[config.mk]
export PLATFORM = sky130hd
export DESIGN_NAME = ffr_top
export DESIGN_NICKNAME = d
export VERILOG_FILES = /design/src/verilog/ffr_pulse.v /design/src/verilog/ffr_top.v
export VERILOG_INCLUDE_DIRS = /design/src /design/src/verilog
export SDC_FILE = /design/constraint.sdc
export NUM_CORES = 1
export LEC_CHECK = 0
export BUFFER_PORTS_ARGS = -buffer_cell sky130_fd_sc_hd__buf_2
export CORE_MARGIN = 2
export CORE_UTILIZATION = 39
export CTS_BUF_LIST = sky130_fd_sc_hd__clkbuf_8
export CTS_CLUSTER_DIAMETER = 50
export DETAILED_ROUTE_END_ITERATION = 10
export PLACE_DENSITY = 0.64
export SETUP_SLACK_MARGIN = 0.5
export SYNTH_ARGS = -nofsm -noshare
export SYNTH_HDL_FRONTEND = slang
export SYNTH_SLANG_ARGS = --single-unit
[constraint.sdc]
create_clock -name ref_clk -period 3.67 [get_ports ref_clk]
set_input_delay 0.734 -clock ref_clk [delete_from_list [all_inputs] [get_ports ref_clk]]
set_output_delay 0.734 -clock ref_clk [all_outputs]
set_load 0.01 [all_outputs]
[src/verilog/ffr_map.vh]
// Constants for the fault flag register bank and its command frames.
`ifndef FFR_MAP_VH
`define FFR_MAP_VH
`define FFR_FRAME_BITS      32
`define FFR_ADDR_MSB        31
`define FFR_ADDR_LSB        25
`define FFR_WR_BIT          24
`define FFR_DATA_BITS       24
`define FFR_ADDR_SP_STATUS  7'h1e
`define FFR_ADDR_SG_STATUS  7'h1f
`define FFR_ADDR_FAULT      7'h21
`define FFR_ADDR_IRQ_REQ    7'h23
`define FFR_ADDR_SOFT_RST   7'h24
`define FFR_BIT_SUMMARY     23
`define FFR_BIT_INTFLAG     22
`define FFR_BIT_SPI_ERR     10
`define FFR_BIT_HASH        9
`define FFR_BIT_UV          7
`define FFR_BIT_OV          6
`define FFR_BIT_TWARN       5
`define FFR_BIT_OT          4
`define FFR_BIT_INTPIN_WAKE 3
`define FFR_BIT_WAKEPIN     2
`define FFR_BIT_SPI_WAKE    1
`define FFR_BIT_POR         0
`define FFR_FLAG_MASK       24'h0006ff
`define FFR_FAULT_RST       24'h000001
`define FFR_PULSE_US        100
`define FFR_CLK_MHZ         25
`define FFR_PULSE_CYCLES    (`FFR_PULSE_US * `FFR_CLK_MHZ)
`endif

[src/verilog/ffr_pulse.v]
// Timed active-low interrupt pulse generator.
`timescale 1ns/100ps
`include "ffr_map.vh"
module ffr_pulse
#(
    parameter CYCLES = `FFR_PULSE_CYCLES
)
(
    input  wire ref_clk,
    input  wire reset,
    input  wire start,
    output reg  int_out_n,
    output reg  int_oe
);
    reg [15:0] count;

    // Restarting mid-pulse simply stretches it; the host sees one pulse.
    always @(posedge ref_clk)
    begin
        if (reset)
        begin
            count     <= 16'h0000;
            int_out_n <= 1'b1;
            int_oe    <= 1'b0;
        end
        else if (start)
        begin
            count     <= CYCLES[15:0] - 16'h0001;
            int_out_n <= 1'b0;
            int_oe    <= 1'b1;
        end
        else if (count != 16'h0000)
        begin
            count <= count - 16'h0001;
        end
        else
        begin
            int_out_n <= 1'b1;
            int_oe    <= 1'b0;
        end
    end
endmodule

[src/verilog/ffr_top.v]
// Fault flag register bank with SPI slave, pulse request and soft reset.
`timescale 1ns/100ps
`include "ffr_map.vh"
// Behaviour
// - Frame: address bits 31-25, write flag bit 24, 24 data bits.
// - Interrupt flag sets on switch event; clears on read.
// - SPI error flag sets on bad frame; clears on read without new error.
// - Hash flag sets on mismatch; clears on read once mismatch gone.
// - Undervoltage flag latches; clears after recovery and a read.
// - Overvoltage flag latches; clears after recovery and a read.
// - Thermal warning and overtemperature latch; clear after cooling and read.
// - Interrupt pin wake flag sets on wake; clears on read.
// - Wake input falling edge sets flag; clears on read.
// - SPI wake flag sets when SPI wakes device; clears on read.
// - Power-on flag sets on low supply; clears on read.
// - Zero-data write to 0x23 gives a 100 us interrupt pulse.
// - Pulse reply echoes command; request never sets interrupt flag.
// - Pulse reply bit 23 summary, bit 22 interrupt flag.
// - Zero-data write to 0x24 resets shifter and flag bank like power-on; pulse generator keeps running.
// - After reset summary and interrupt flag both read high.
// - First frame returns ground status and clears interrupt flag.
// - Fault contents return in reply to the following frame.
// - Summary bit is the OR of all fault flags.
module ffr_top
#(
    parameter PULSE_CYCLES = `FFR_PULSE_CYCLES
)
(
    input  wire        ref_clk,
    input  wire        reset,
    input  wire        spi_sclk,
    input  wire        spi_cs_n,
    input  wire        spi_mosi,
    output reg         spi_miso,
    input  wire [20:0] ground_switch_input,
    input  wire [11:0] programmable_switch_input,
    input  wire        switch_event,
    input  wire        spi_error_event,
    input  wire        hash_mismatch,
    input  wire        undervoltage_flag,
    input  wire        overvoltage_flag,
    input  wire        temp_warning,
    input  wire        overtemperature_flag,
    input  wire        low_power_mode,
    input  wire        int_pin_in,
    input  wire        wake_n,
    input  wire        battery_supply_por,
    output wire        int_out_n,
    output wire        int_oe
);
    // Two-stage synchronisers for every pin from outside the clock domain.
    // The serial link clock must stay at or below one eighth of ref_clk,
    // because every edge of it costs two cycles of synchroniser latency.
    reg [6:0] s1;
    reg [6:0] s2;
    reg       sclk_d;
    reg       wake_d;
    reg       intp_d;
    wire      sclk_s = s2[0];
    wire      cs_s   = s2[1];
    wire      mosi_s = s2[2];
    wire      wake_s = s2[3];
    wire      intp_s = s2[4];
    wire      lpm_s  = s2[5];
    wire      por_s  = s2[6];

    always @(posedge ref_clk)
    begin
        s1     <= {battery_supply_por, low_power_mode, int_pin_in,
                   wake_n, spi_mosi, spi_cs_n, spi_sclk};
        s2     <= s1;
    end

    // Edge history starts at the idle level of each pin, so the release
    // of reset can never be mistaken for an edge.
    always @(posedge ref_clk)
    begin
        if (reset)
        begin
            sclk_d <= 1'b0;
            wake_d <= 1'b1;
            intp_d <= 1'b1;
        end
        else
        begin
            sclk_d <= sclk_s;
            wake_d <= wake_s;
            intp_d <= intp_s;
        end
    end

    wire sclk_rise = sclk_s & ~sclk_d;
    wire sclk_fall = ~sclk_s & sclk_d;
    reg  cs_d;
    wire cs_end    = cs_s & ~cs_d;
    wire cs_start  = ~cs_s & cs_d;

    reg  [31:0] shift_in;
    reg  [31:0] shift_out;
    reg  [5:0]  bit_count;
    reg  [7:0]  next_head;
    reg  [23:0] next_reply;
    reg         int_flag;
    reg  [23:0] fault;
    reg         first_frame;
    reg         woke;
    reg         pulse_start;
    reg         soft_reset;
    wire        rst_all = reset | soft_reset;

    wire [6:0]  f_addr = shift_in[`FFR_ADDR_MSB:`FFR_ADDR_LSB];
    wire        f_wr   = shift_in[`FFR_WR_BIT];
    wire [23:0] f_data = shift_in[23:0];

    // Checks whether an address is one this bank answers to.
    function addr_ok;
        input [6:0] a;
        begin
            addr_ok = (a == `FFR_ADDR_SP_STATUS) | (a == `FFR_ADDR_SG_STATUS)
                    | (a == `FFR_ADDR_FAULT) | (a == `FFR_ADDR_IRQ_REQ)
                    | (a == `FFR_ADDR_SOFT_RST);
        end
    endfunction

    // Command byte echoed at the top of a reply: address and write flag.
    function [7:0] head_of;
        input [6:0] a;
        input       w;
        begin
            head_of = {a, w};
        end
    endfunction

    // True for a write of all-zero data to the wanted address.
    function zero_write;
        input [6:0]  want;
        input [6:0]  a;
        input        w;
        input [23:0] d;
        begin
            zero_write = (a == want) & w & (d == 24'h000000);
        end
    endfunction

    // Builds a reply word from the two top flags and a 22-bit body.
    function [23:0] reply_word;
        input        sum;
        input        flg;
        input [21:0] body;
        begin
            reply_word = {sum, flg, body};
        end
    endfunction

    wire frame_ok  = cs_end & (bit_count == 6'd32) & addr_ok(f_addr);
    wire frame_bad = cs_end & ~((bit_count == 6'd32) & addr_ok(f_addr));
    wire rd_fault  = frame_ok & ~f_wr & (f_addr == `FFR_ADDR_FAULT);
    wire rd_status = frame_ok & ~f_wr & ((f_addr == `FFR_ADDR_SP_STATUS)
                    | (f_addr == `FFR_ADDR_SG_STATUS));
    // Flags masked to their defined positions, unused bits forced low.
    wire [23:0] flags = fault & `FFR_FLAG_MASK;
    wire summary   = |flags;
    // first frame already shows flag
    // The first frame has reported the flag and clears it, so replies
    // built at its end show it low.
    wire int_shown = int_flag & ~first_frame;

    // Serial shifter: sample on rising sclk, launch on falling sclk.
    always @(posedge ref_clk)
    begin
        cs_d <= cs_s;
        if (rst_all)
        begin
            cs_d      <= 1'b1;
            shift_in  <= 32'h00000000;
            shift_out <= 32'h00000000;
            bit_count <= 6'd0;
            spi_miso  <= 1'b0;
        end
        else if (cs_start)
        begin
            // Bit 31 stands at once, so the host's first rising sclk
            // finds it; each falling sclk then brings the next bit.
            bit_count <= 6'd0;
            shift_out <= {next_head[6:0], next_reply, 1'b0};
            spi_miso  <= next_head[7];
        end
        else if (~cs_s)
        begin
            if (sclk_rise)
            begin
                shift_in <= {shift_in[30:0], mosi_s};
                if (bit_count != 6'd63)
                    bit_count <= bit_count + 6'd1;
            end
            if (sclk_fall)
            begin
                spi_miso  <= shift_out[31];
                shift_out <= {shift_out[30:0], 1'b0};
            end
        end
    end

    // Flag bank. Events are applied after the clear so a set always wins.
    always @(posedge ref_clk)
    begin
        pulse_start <= 1'b0;
        soft_reset  <= 1'b0;
        if (rst_all)
        begin
            // reset leaves summary and flag high
            int_flag      <= 1'b1;
            fault         <= `FFR_FAULT_RST;
            first_frame   <= 1'b1;
            woke          <= 1'b0;
            next_head     <= 8'h00;
            next_reply    <= 24'h000000;
        end
        else
        begin
            // clear on status or fault read
            if (rd_status | rd_fault | (first_frame & frame_ok))
                int_flag <= 1'b0;
            if (frame_ok)
                first_frame <= 1'b0;
            // first frame answers ground status
            // Tracked every cycle until a valid frame ends, so the word
            // shifted out in that frame is live whatever came before.
            if (first_frame & ~frame_ok)
            begin
                next_head  <= head_of(`FFR_ADDR_SG_STATUS, 1'b0);
                next_reply <= reply_word(summary, int_flag,
                                         {1'b0, ground_switch_input});
            end
            // fault contents in the next reply
            // Captured at the same edge as the clear, so the host sees
            // the flags as they stood before its read.
            else if (rd_fault)
            begin
                next_head  <= head_of(f_addr, f_wr);
                next_reply <= reply_word(summary, int_shown, flags[21:0]);
            end
            else if (frame_ok & f_addr == `FFR_ADDR_IRQ_REQ)
            begin
                next_head  <= head_of(f_addr, f_wr);
                next_reply <= reply_word(summary, int_shown, 22'h000000);
            end
            else if (frame_ok & f_addr == `FFR_ADDR_SP_STATUS)
            begin
                next_head  <= head_of(f_addr, f_wr);
                next_reply <= reply_word(summary, int_shown,
                                         {10'h000,
                                          programmable_switch_input});
            end
            // Every other valid frame answers with ground status.
            else if (frame_ok)
            begin
                next_head  <= head_of(`FFR_ADDR_SG_STATUS, 1'b0);
                next_reply <= reply_word(summary, int_shown,
                                         {1'b0, ground_switch_input});
            end
            // Level faults release only when gone; pulse faults simply clear.
            if (rd_fault)
            begin
                fault[`FFR_BIT_SPI_ERR] <= 1'b0;
                fault[`FFR_BIT_HASH] <= hash_mismatch;
                fault[`FFR_BIT_UV] <= undervoltage_flag;
                fault[`FFR_BIT_OV] <= overvoltage_flag;
                fault[`FFR_BIT_TWARN] <= temp_warning;
                fault[`FFR_BIT_OT] <= overtemperature_flag;
                fault[`FFR_BIT_INTPIN_WAKE] <= 1'b0;
                fault[`FFR_BIT_WAKEPIN] <= 1'b0;
                fault[`FFR_BIT_SPI_WAKE] <= 1'b0;
                fault[`FFR_BIT_POR] <= 1'b0;
            end
            if (switch_event)
                int_flag <= 1'b1;
            if (spi_error_event | frame_bad)
                fault[`FFR_BIT_SPI_ERR] <= 1'b1;
            if (hash_mismatch)
                fault[`FFR_BIT_HASH] <= 1'b1;
            if (undervoltage_flag)
                fault[`FFR_BIT_UV] <= 1'b1;
            if (overvoltage_flag)
                fault[`FFR_BIT_OV] <= 1'b1;
            if (temp_warning)
                fault[`FFR_BIT_TWARN] <= 1'b1;
            if (overtemperature_flag)
                fault[`FFR_BIT_OT] <= 1'b1;
            if (lpm_s & ~intp_s & intp_d)
                fault[`FFR_BIT_INTPIN_WAKE] <= 1'b1;
            if (~wake_s & wake_d)
                fault[`FFR_BIT_WAKEPIN] <= 1'b1;
            woke <= lpm_s & cs_start;
            if (woke)
                fault[`FFR_BIT_SPI_WAKE] <= 1'b1;
            if (por_s)
                fault[`FFR_BIT_POR] <= 1'b1;
            fault[23:11] <= 13'h0000;
            fault[8]     <= 1'b0;
            if (frame_ok & zero_write(`FFR_ADDR_IRQ_REQ, f_addr, f_wr,
                                      f_data))
                pulse_start <= 1'b1;
            if (frame_ok & zero_write(`FFR_ADDR_SOFT_RST, f_addr, f_wr,
                                      f_data))
                soft_reset <= 1'b1;
        end
    end

    ffr_pulse #(.CYCLES(PULSE_CYCLES)) u_pulse
    (
        .ref_clk   (ref_clk),
        .reset     (reset),
        .start     (pulse_start),
        .int_out_n (int_out_n),
        .int_oe    (int_oe)
    );
endmodule

# Yosys cells after proc, flatten, opt, wreduce, memory -nomap -nowiden
# Index checks and enable logic that the tools add are counted.
[op_classes]
n_addsub = 2
n_eq_ne = 9
muxes = 35
bitwise_logic = 45
reduce_logical = 24
[op_table]
columns = ["op", "count"]
rows = [
  ["$mux W24", 5],
  ["$mux W32", 3],
  ["$mux W8", 5],
  ["$and A1 B1 Y1", 26],
  ["$logic_not A24 Y1", 1],
  ["$mux W12", 2],
  ["$reduce_bool A2 Y1", 11],
  ["$eq A7 B6 Y1 const B", 3],
  ["$mux W1", 18],
  ["$reduce_bool A16 Y1", 1],
  ["$sub A16 B1 Y16 const B", 1],
  ["$eq A7 B5 Y1 const B", 2],
  ["$not A1 Y1", 11],
  ["$reduce_or A10 Y1", 1],
  ["$reduce_or A2 Y1", 5],
  ["$or A1 B1 Y1", 8],
  ["$add A6 B1 Y6 const B", 1],
  ["$eq A6 B6 Y1 const B", 1],
  ["$mux W6", 1],
  ["$ne A6 B6 Y1 const B", 1],
  ["$reduce_and A3 Y1", 2],
  ["$reduce_bool A5 Y1", 1],
  ["$reduce_bool A4 Y1", 1],
  ["$mux W2", 1],
  ["other kinds (3)", 3],
]
[word_totals]
reg_bits = 152
in_bits = 49
output_inout_bits = 3
wordCells = 147

# Depth between registers and ports, before layout
# Gate-level depths: netlist of run 1.
[logic_depth]
ltp_word = 11
ltp_mapped = 9

# Hierarchy
# From an unflattened synthesis of run 1, not the netlist that was laid out.
[hier_totals]
cells_unflattened = 681
hier_area_um2 = 6211.0
[modules_own_cells]
columns = ["module", "n_inst", "cells_each", "area_per_inst_um2", "seq_area_each_um2"]
rows = [
  ["ffr_top", 1, 574, 5290.1, 2682.6],
  ["ffr_pulse", 1, 107, 920.9, 360.3],
]

# Least setup slack after synthesis of run 1
# OpenSTA, ideal clock, no wires.
[synth_path]
path_type = "register -> register"
startpoint = "register u_pulse.count[2]"
endpoint = "register u_pulse.count[11]"
setup_ns = 0.128
t_arrival_ns = 1.891
slack_ns = 1.650
path_stages_with_launch = 7
path_buffers = 1
path_cell_list = "dfxtp_1 > or4_1 > buf_2 > nor4_4 > a211oi_2 > a211oi_2 > nor3_2"
[synth_via]
elab_chain_cells = 3
elab_cells_between_ends = 5
[synth_lines]
columns = ["item", "line_no", "rtl"]
rows = [
  ["start, declared", "ffr_pulse.v:15", "reg [15:0] count;"],
  ["start signal, assigned", "ffr_pulse.v:28", "count <= CYCLES[15:0] - 16'h0001;"],
  ["start signal, assigned", "ffr_pulse.v:34", "count <= count - 16'h0001;"],
  ["$sub A16 B1 Y16", "ffr_pulse.v:34", ""],
  ["$mux W12", "ffr_pulse.v:32", "else if (count != 16'h0000)"],
  ["$mux W12", "ffr_pulse.v:26", "else if (start)"],
]
# Parallel ways exist; a longest one is shown, timed or not. The select of a mux whose other input is x is not followed.
# A chain may end at the register's enable or synchronous reset.

# Worst setup path after layout of run 1
[layout_path]
startpoint = "register shift_in[26]"
endpoint = "register next_reply[11]"
[layout_via]
elab_chain_cells = 11
elab_cells_between_ends = 21
[layout_lines]
columns = ["item", "line_no", "rtl"]
rows = [
  ["start, declared", "ffr_top.v:98", "reg [31:0] shift_in;"],
  ["start signal, assigned", "ffr_top.v:192", "shift_in <= {shift_in[30:0], mosi_s};"],
  ["$eq A7 B5 Y1 (no line)", "--", ""],
  ["$or A1 B1 Y1 (4 in series)", "ffr_top.v:119", "addr_ok = (a == `FFR_ADDR_SP_STATUS) | (a == `FFR_ADDR_SG_STATUS)"],
  ["$and A1 B1 Y1", "ffr_top.v:155", "wire frame_ok = cs_end & (bit_count == 6'd32) & addr_ok(f_addr);"],
  ["$and A1 B1 Y1 (no line)", "--", ""],
  ["$mux W24", "ffr_top.v:248", "else if (frame_ok & f_addr == `FFR_ADDR_SP_STATUS)"],
  ["$mux W24", "ffr_top.v:243", "else if (frame_ok & f_addr == `FFR_ADDR_IRQ_REQ)"],
  ["$mux W24", "ffr_top.v:238", "else if (rd_fault)"],
  ["$mux W24", "ffr_top.v:229", "if (first_frame & ~frame_ok)"],
  ["end signal, assigned", "ffr_top.v:232", "next_reply <= reply_word(summary, int_flag,"],
  ["end signal, assigned", "ffr_top.v:241", "next_reply <= reply_word(summary, int_shown, flags[21:0]);"],
  ["end signal, assigned", "ffr_top.v:246", "next_reply <= reply_word(summary, int_shown, 22'h000000);"],
  ["end, declared", "ffr_top.v:102", "reg [23:0] next_reply;"],
]
# Parallel ways exist; a longest one is shown, timed or not.

==> impl_metrics.env, run 1 <==
export IMPL_rsz0062_at_grt="no"
export IMPL_initial_core_util_pct=39.6
export IMPL_synth_main_ff_cell="dfxtp_1"
export IMPL_cts_root_buf="clkbuf_8"
export IMPL_max_slew_margin_rel_pct=31.9
export IMPL_die_area_um2=17100
export IMPL_n_antenna_cell=0
export IMPL_wirelength_um=13900
export IMPL_cp_top_family="simple AND/OR/NAND/NOR gates"
export IMPL_ys_ff_latch=152
export IMPL_grt_remaining_overflow=0
export IMPL_synth_area_per_cell_um2=8.88
export IMPL_drt_first_pass_iters=5
export IMPL_cts_repair_resized=0
export IMPL_clkSinkCount=152
export IMPL_grt_pass1_vias=4702
export IMPL_grt_max_degree=72
export IMPL_synthArstFlopShare_pct=0
export IMPL_finalCritPeriodShare_pct=67.4
export IMPL_status="complete, no violations"
export IMPL_worst_slew_pin_slew_ns=1.02
export IMPL_path_class="register to register"
export IMPL_cp_buffers_inverters=0
export IMPL_synth_cell_types=57
export IMPL_num_rows=46
export IMPL_portBuffers=51
export IMPL_crit_chain="nand4bb_1 > nor3_2 > o21ai_0 > a221oi_1 > nor2_1"
export IMPL_numCtsBuffers=17
export IMPL_grt_usage_pct=16.8
export IMPL_syn_area_um2=6250
export IMPL_dpl_cell_count=934
export IMPL_tritoncts="yes"
export IMPL_layout_nets=789
export IMPL_final_area_um2=7140
export IMPL_crit_arrival_ns=2.82
export IMPL_synth_edf_count=0
export IMPL_grt_first_pass_wirelength_um=22600
export IMPL_finalNonFillerCells=964
export IMPL_cts_hold_buf=0
export IMPL_hold_class="register to register"
export IMPL_place_detailed_hpwl_um=9360
export IMPL_drc=0
export IMPL_via_count=5071
export IMPL_yosys_warnings=0
export IMPL_drive_above_1_share_pct=15.9
export IMPL_finalSetupTns_ns=0
export IMPL_max_stage_delay_ns=0.80
export IMPL_path_depth=5
export IMPL_grt_antenna_before_repair=0
export IMPL_ioPinCount=52
export IMPL_fillerInstances=1594
export IMPL_finalClockSkew_ns=0.00783
export IMPL_netlist_instances=704
export IMPL_synth_seq_area_share_pct=48.7
export IMPL_clock_path_buffers=2
export IMPL_htree_levels=4
export IMPL_p_leak_nw=2.55
export IMPL_gp_congestion=0.769
export IMPL_setup_viol=0
export IMPL_cp_required_ns=4.01
export IMPL_ant_nets=0
export IMPL_syn_to_final_growth_pct=14.1
export IMPL_die_y_um=131
export IMPL_crit_fanout=13
export IMPL_ir_drop_mv=0.213
export IMPL_post_cts_setup_buffer_count=0
export IMPL_clk_latency_ns=0.45
export IMPL_postPlaceCellArea_um2=6680
export IMPL_finalHoldViolCount=0
export IMPL_crit_path_start_kind="register"
export IMPL_cp_end_kind="register"
export IMPL_power_density_nw_per_um2=553
export IMPL_syn_nets=756
export IMPL_avgViaCountPerCell=5.26
export IMPL_slew_viol_final=0
export IMPL_min_path_cells=0
export IMPL_clk_pin_slew_ns=0.08
export IMPL_drv_cap=0
export IMPL_fp_dieW_um=131
export IMPL_wl_per_cell_um=14.4
export IMPL_drt_initial_drc_count=325
export IMPL_rr_worst_depth=5
export IMPL_core_area_um2=15800
export IMPL_cpMaxStageDelayCell="nor3_2"
export IMPL_fin_crit_ns=2.48
export IMPL_max_freq_ghz=0.404
export IMPL_fin_total_pwr_mw=3.95
state kept, by name (all words and copies together) (netlist names), 6 cells and up:
register,flops
bit_count,6
fault,10
next_head,8
next_reply,23
s1,7
s2,7
shift_in,32
shift_out,31
u_pulse.count,16
kinds of logic after synthesis:
kind of cell	synth area share, %
DFF	48.7
AOI/OAI and AO/OA	19.1
buffers and inverters	3.52
adders and majority gates	0.600
muxes	6.04
and+or+nand+nor	19.7
xor gates and xnor gates	2.38
through the flow:
step	hold slack [ns]	worst slack [ns]	util [%]
2_1_floorplan	0.310	1.65	-
3_3_place_gp	0.315	1.22	42.3
3_5_place_dp	0.313	1.23	42.3
4_1_cts	0.330	1.22	45.3
5_1_grt	0.336	0.988	45.3
6_report	0.330	1.19	45.3
per-layer routing:
metal  share of wire [%]  routed length, µm  global-route usage (%)
met1                  48               6720                    21.7
met2                  45               6250                    26.8
met3                 4.2                587                    3.99
met4                 2.4                330                    7.82
met5                   0                  0                       0
worst paths after layout:
check / start / end / slack (ns)
max: shift_in[26]$_SDFFE_PP0P_ / next_reply[11]$_SDFFE_PP0P_ / 1.19
max reg2reg: shift_in[26]$_SDFFE_PP0P_ / next_reply[11]$_SDFFE_PP0P_ / 1.19
min reg2reg: s1[2]$_DFF_P_ / s2[2]$_DFF_P_ / 0.33
min: s1[2]$_DFF_P_ / s2[2]$_DFF_P_ / 0.33
Yosys cell counts, types with 4 or more instances:
cell type | count | area, µm²
a211oi_1 | 34 | 255
a21o_1 | 8 | 60.1
a21oi_1 | 66 | 330
a221oi_1 | 5 | 43.8
a22oi_1 | 8 | 60.1
a31oi_1 | 6 | 37.5
and3_1 | 6 | 37.5
buf_1 | 4 | 15.0
buf_2 | 8 | 40.0
clkbuf_1 | 33 | 124
dfxtp_1 | 152 | 3040
inv_1 | 11 | 41.3
mux2_2 | 6 | 67.6
mux2i_1 | 31 | 310
nand2_1 | 87 | 327
nand2b_1 | 4 | 25.0
nand3_1 | 14 | 70.1
nand4_1 | 6 | 37.5
nor2_1 | 76 | 285
nor2b_1 | 6 | 37.5
nor3_1 | 11 | 55.1
nor4_1 | 8 | 50.1
o21a_1 | 4 | 30.0
o21ai_0 | 30 | 150
o22ai_1 | 7 | 43.8
or2_2 | 7 | 43.8
or3_1 | 5 | 31.3
xnor2_1 | 9 | 78.8
xor2_1 | 8 | 70.1
area by class of cell:
type	instances	area, µm²	share of cell area [%]
flip-flops and latches	152	3040	42.6
multi-input cells	496	3010	42.1
repair buffers	59	315	4.42
clock buffers	21	289	4.05
well taps	216	270	3.79
clock inverters	9	171	2.40
inverters	11	41.3	0.579
cells in the final DEF (no fill, tap or decap), types with 7 or more instances in the layout:
cell | netlist | routed
a211oi_1 | 34 | 34
a21o_1 | 8 | 8
a21oi_1 | 66 | 66
a22oi_1 | 8 | 8
buf_2 | 8 | 51
buf_4 | 0 | 8
clkbuf_8 | 0 | 21
dfxtp_1 | 152 | 152
inv_1 | 11 | 12
mux2i_1 | 31 | 31
nand2_1 | 87 | 87
nand3_1 | 14 | 14
nor2_1 | 76 | 75
nor3_1 | 11 | 10
nor4_1 | 8 | 8
o21ai_0 | 30 | 30
o22ai_1 | 7 | 7
xnor2_1 | 9 | 9
xor2_1 | 8 | 8
report_power, final:
group	switching, mW	internal, mW	total [mW]
Sequential	0.0952	1.77	1.86
Combinational	0.354	0.276	0.630
Clock	0.588	0.870	1.46
worst register-to-register path, stage by stage, from the launching register on:
cell	delay (ns)
dfxtp_1	0.54
nand4bb_1	0.23
nor3_2	0.80
o21ai_0	0.37
a221oi_1	0.36
nor2_1	0.07
Power figures use the tool's default switching activity.
==> inputs of run 2 (changes only) <==
- clock period: 3.67 -> 2.54 ns (I/O delays scaled with it)
==> impl_metrics.env, run 2 (synthesis results as in run 1) <==
export IMPL_max_freq_ghz=0.502
export IMPL_fillerInstances=1550
export IMPL_finalCritPeriodShare_pct=78.4
export IMPL_rsz0062_at_grt="yes"
export IMPL_fin_crit_ns=1.99
export IMPL_grt_usage_pct=17.5
export IMPL_grt_pass1_vias=4766
export IMPL_grt_remaining_overflow=0
export IMPL_grt_max_degree=54
export IMPL_cp_buffers_inverters=1
export IMPL_cp_required_ns=2.89
export IMPL_worst_slew_pin_slew_ns=0.629
export IMPL_wl_per_cell_um=14.7
export IMPL_avgViaCountPerCell=5.27
export IMPL_place_detailed_hpwl_um=9750
export IMPL_drt_initial_drc_count=303
export IMPL_max_stage_delay_ns=0.59
export IMPL_die_area_um2=17100
export IMPL_reg_top3="shift_in x32, shift_out x31, next_reply x23"
export IMPL_core_area_um2=15800
export IMPL_portBuffers=51
export IMPL_num_rows=46
export IMPL_rr_worst_depth=6
export IMPL_tritoncts="yes"
export IMPL_clkSinkCount=152
export IMPL_initial_core_util_pct=39.6
export IMPL_crit_chain="or4b_4 > nor3_2 > buf_4 > o21ai_0 > a221oi_1 > nor2_1"
export IMPL_setup_viol=0
export IMPL_path_class="register to register"
export IMPL_ir_drop_mv=0.351
export IMPL_clk_latency_ns=0.45
export IMPL_crit_path_start_kind="register"
export IMPL_drc=0
export IMPL_cp_top_family="simple AND/OR/NAND/NOR gates"
export IMPL_gp_congestion=0.868
export IMPL_drive_above_1_share_pct=23.6
export IMPL_largest_reg_flops=32
export IMPL_min_path_cells=1
export IMPL_path_depth=6
export IMPL_crit_arrival_ns=2.34
export IMPL_slew_viol_final=0
export IMPL_die_y_um=131
export IMPL_drv_cap=0
export IMPL_hold_class="input port to register"
export IMPL_status="complete, no violations"
export IMPL_crit_fanout=5
export IMPL_hold_slack_ns=0.149
export IMPL_finalHoldViolCount=0
export IMPL_mostFrequentLayoutCells="dfxtp_1, nand2_1, nor2_1"
export IMPL_p_leak_nw=2.69
export IMPL_cpMaxStageDelayCell="or4b_4"
export IMPL_layout_commonest_cell="dfxtp_1"
export IMPL_cp_end_kind="register"
export IMPL_finalClockSkew_ns=0.0103
export IMPL_clk_pin_slew_ns=0.08
export IMPL_clock_path_buffers=2
export IMPL_grt_antenna_before_repair=0
export IMPL_syn_to_final_growth_pct=20.7
export IMPL_wirelength_um=14600
export IMPL_cts_root_buf="clkbuf_8"
export IMPL_numCtsBuffers=17
export IMPL_top_register="shift_in"
export IMPL_cts_hold_buf=0
export IMPL_n_antenna_cell=0
export IMPL_ioPinCount=52
export IMPL_via_count=5215
export IMPL_finalSetupTns_ns=0
export IMPL_htree_levels=4
export IMPL_max_slew_margin_rel_pct=58.1
export IMPL_layout_nets=813
export IMPL_fp_dieW_um=131
export IMPL_drt_first_pass_iters=5
export IMPL_power_density_nw_per_um2=742
export IMPL_grt_first_pass_wirelength_um=23300
export IMPL_ant_nets=0
[run 2: changes by cell type in the layout (fill, tap and decap cells not counted), moves of 4 or more]
cell | previous run | this run
clkinvlp_4 | 1 | 6
dfxtp_2 | 0 | 6
or3_4 | 0 | 5
o21ai_0 | 30 | 25
dfxtp_1 | 152 | 146
buf_4 | 8 | 24
buf_6 | 0 | 4
or3_1 | 5 | 1
[run 2: power by group]
group / internal, mW / switching [mW]
Combinational: 0.504 / 0.570
Sequential: 2.55 / 0.150
Clock: 0.899 / 0.925
Total: 3.95 / 1.64
[run 2: layout make-up]
class                           instances  area [µm²]  area share (%)
Clock buffer                           18         248            3.28
Clock inverter                         14         146            1.94
Inverter                               11        41.3           0.547
Multi-Input combinational cell        496        3230            42.9
Sequential cell                       152        3050            40.4
Tap cell                              216         270            3.58
Timing Repair Buffer                   83         556            7.36
[run 2: metal layers]
| layer | wire, µm | GRT usage (%) |
|---|---|---|
| met4 | 201 | 7.07 |
| met2 | 6870 | 27.8 |
| met1 | 6950 | 23.0 |
| met5 | 0 | 0 |
| met3 | 576 | 3.99 |
[run 2: path summary, 6_finish.rpt]
| kind | start | to | slack (ns) |
|---|---|---|---|
| max reg2reg | shift_in[31]$_SDFFE_PP0P_ | next_reply[8]$_SDFFE_PP0P_ | 0.55 |
| max | shift_in[31]$_SDFFE_PP0P_ | next_reply[8]$_SDFFE_PP0P_ | 0.55 |
| min | spi_sclk | s1[0]$_DFF_P_ | 0.15 |
| min reg2reg | s1[6]$_DFF_P_ | s2[6]$_DFF_P_ | 0.33 |
[run 2: what timing repair did]
| action | CTS | global route |
|---|---|---|
| setup endpoints to repair | 43 | 42 |
| pin swaps | 5 | 10 |
| setup buffers | 7 | 7 |
| resized for setup | 18 | 39 |
[run 2: through the flow]
step	utilization [%]	instance area, µm²	setup WS (ns)	total power, mW	std cells
2_1_floorplan	-	6250	0.520	3.45	704
3_3_place_gp	43.0	6780	0.298	3.68	944
3_5_place_dp	43.0	6780	0.215	3.68	944
4_1_cts	46.2	7280	0.499	5.61	983
5_1_grt	47.8	7550	0.429	5.91	990
6_report	47.8	7550	0.549	5.60	990
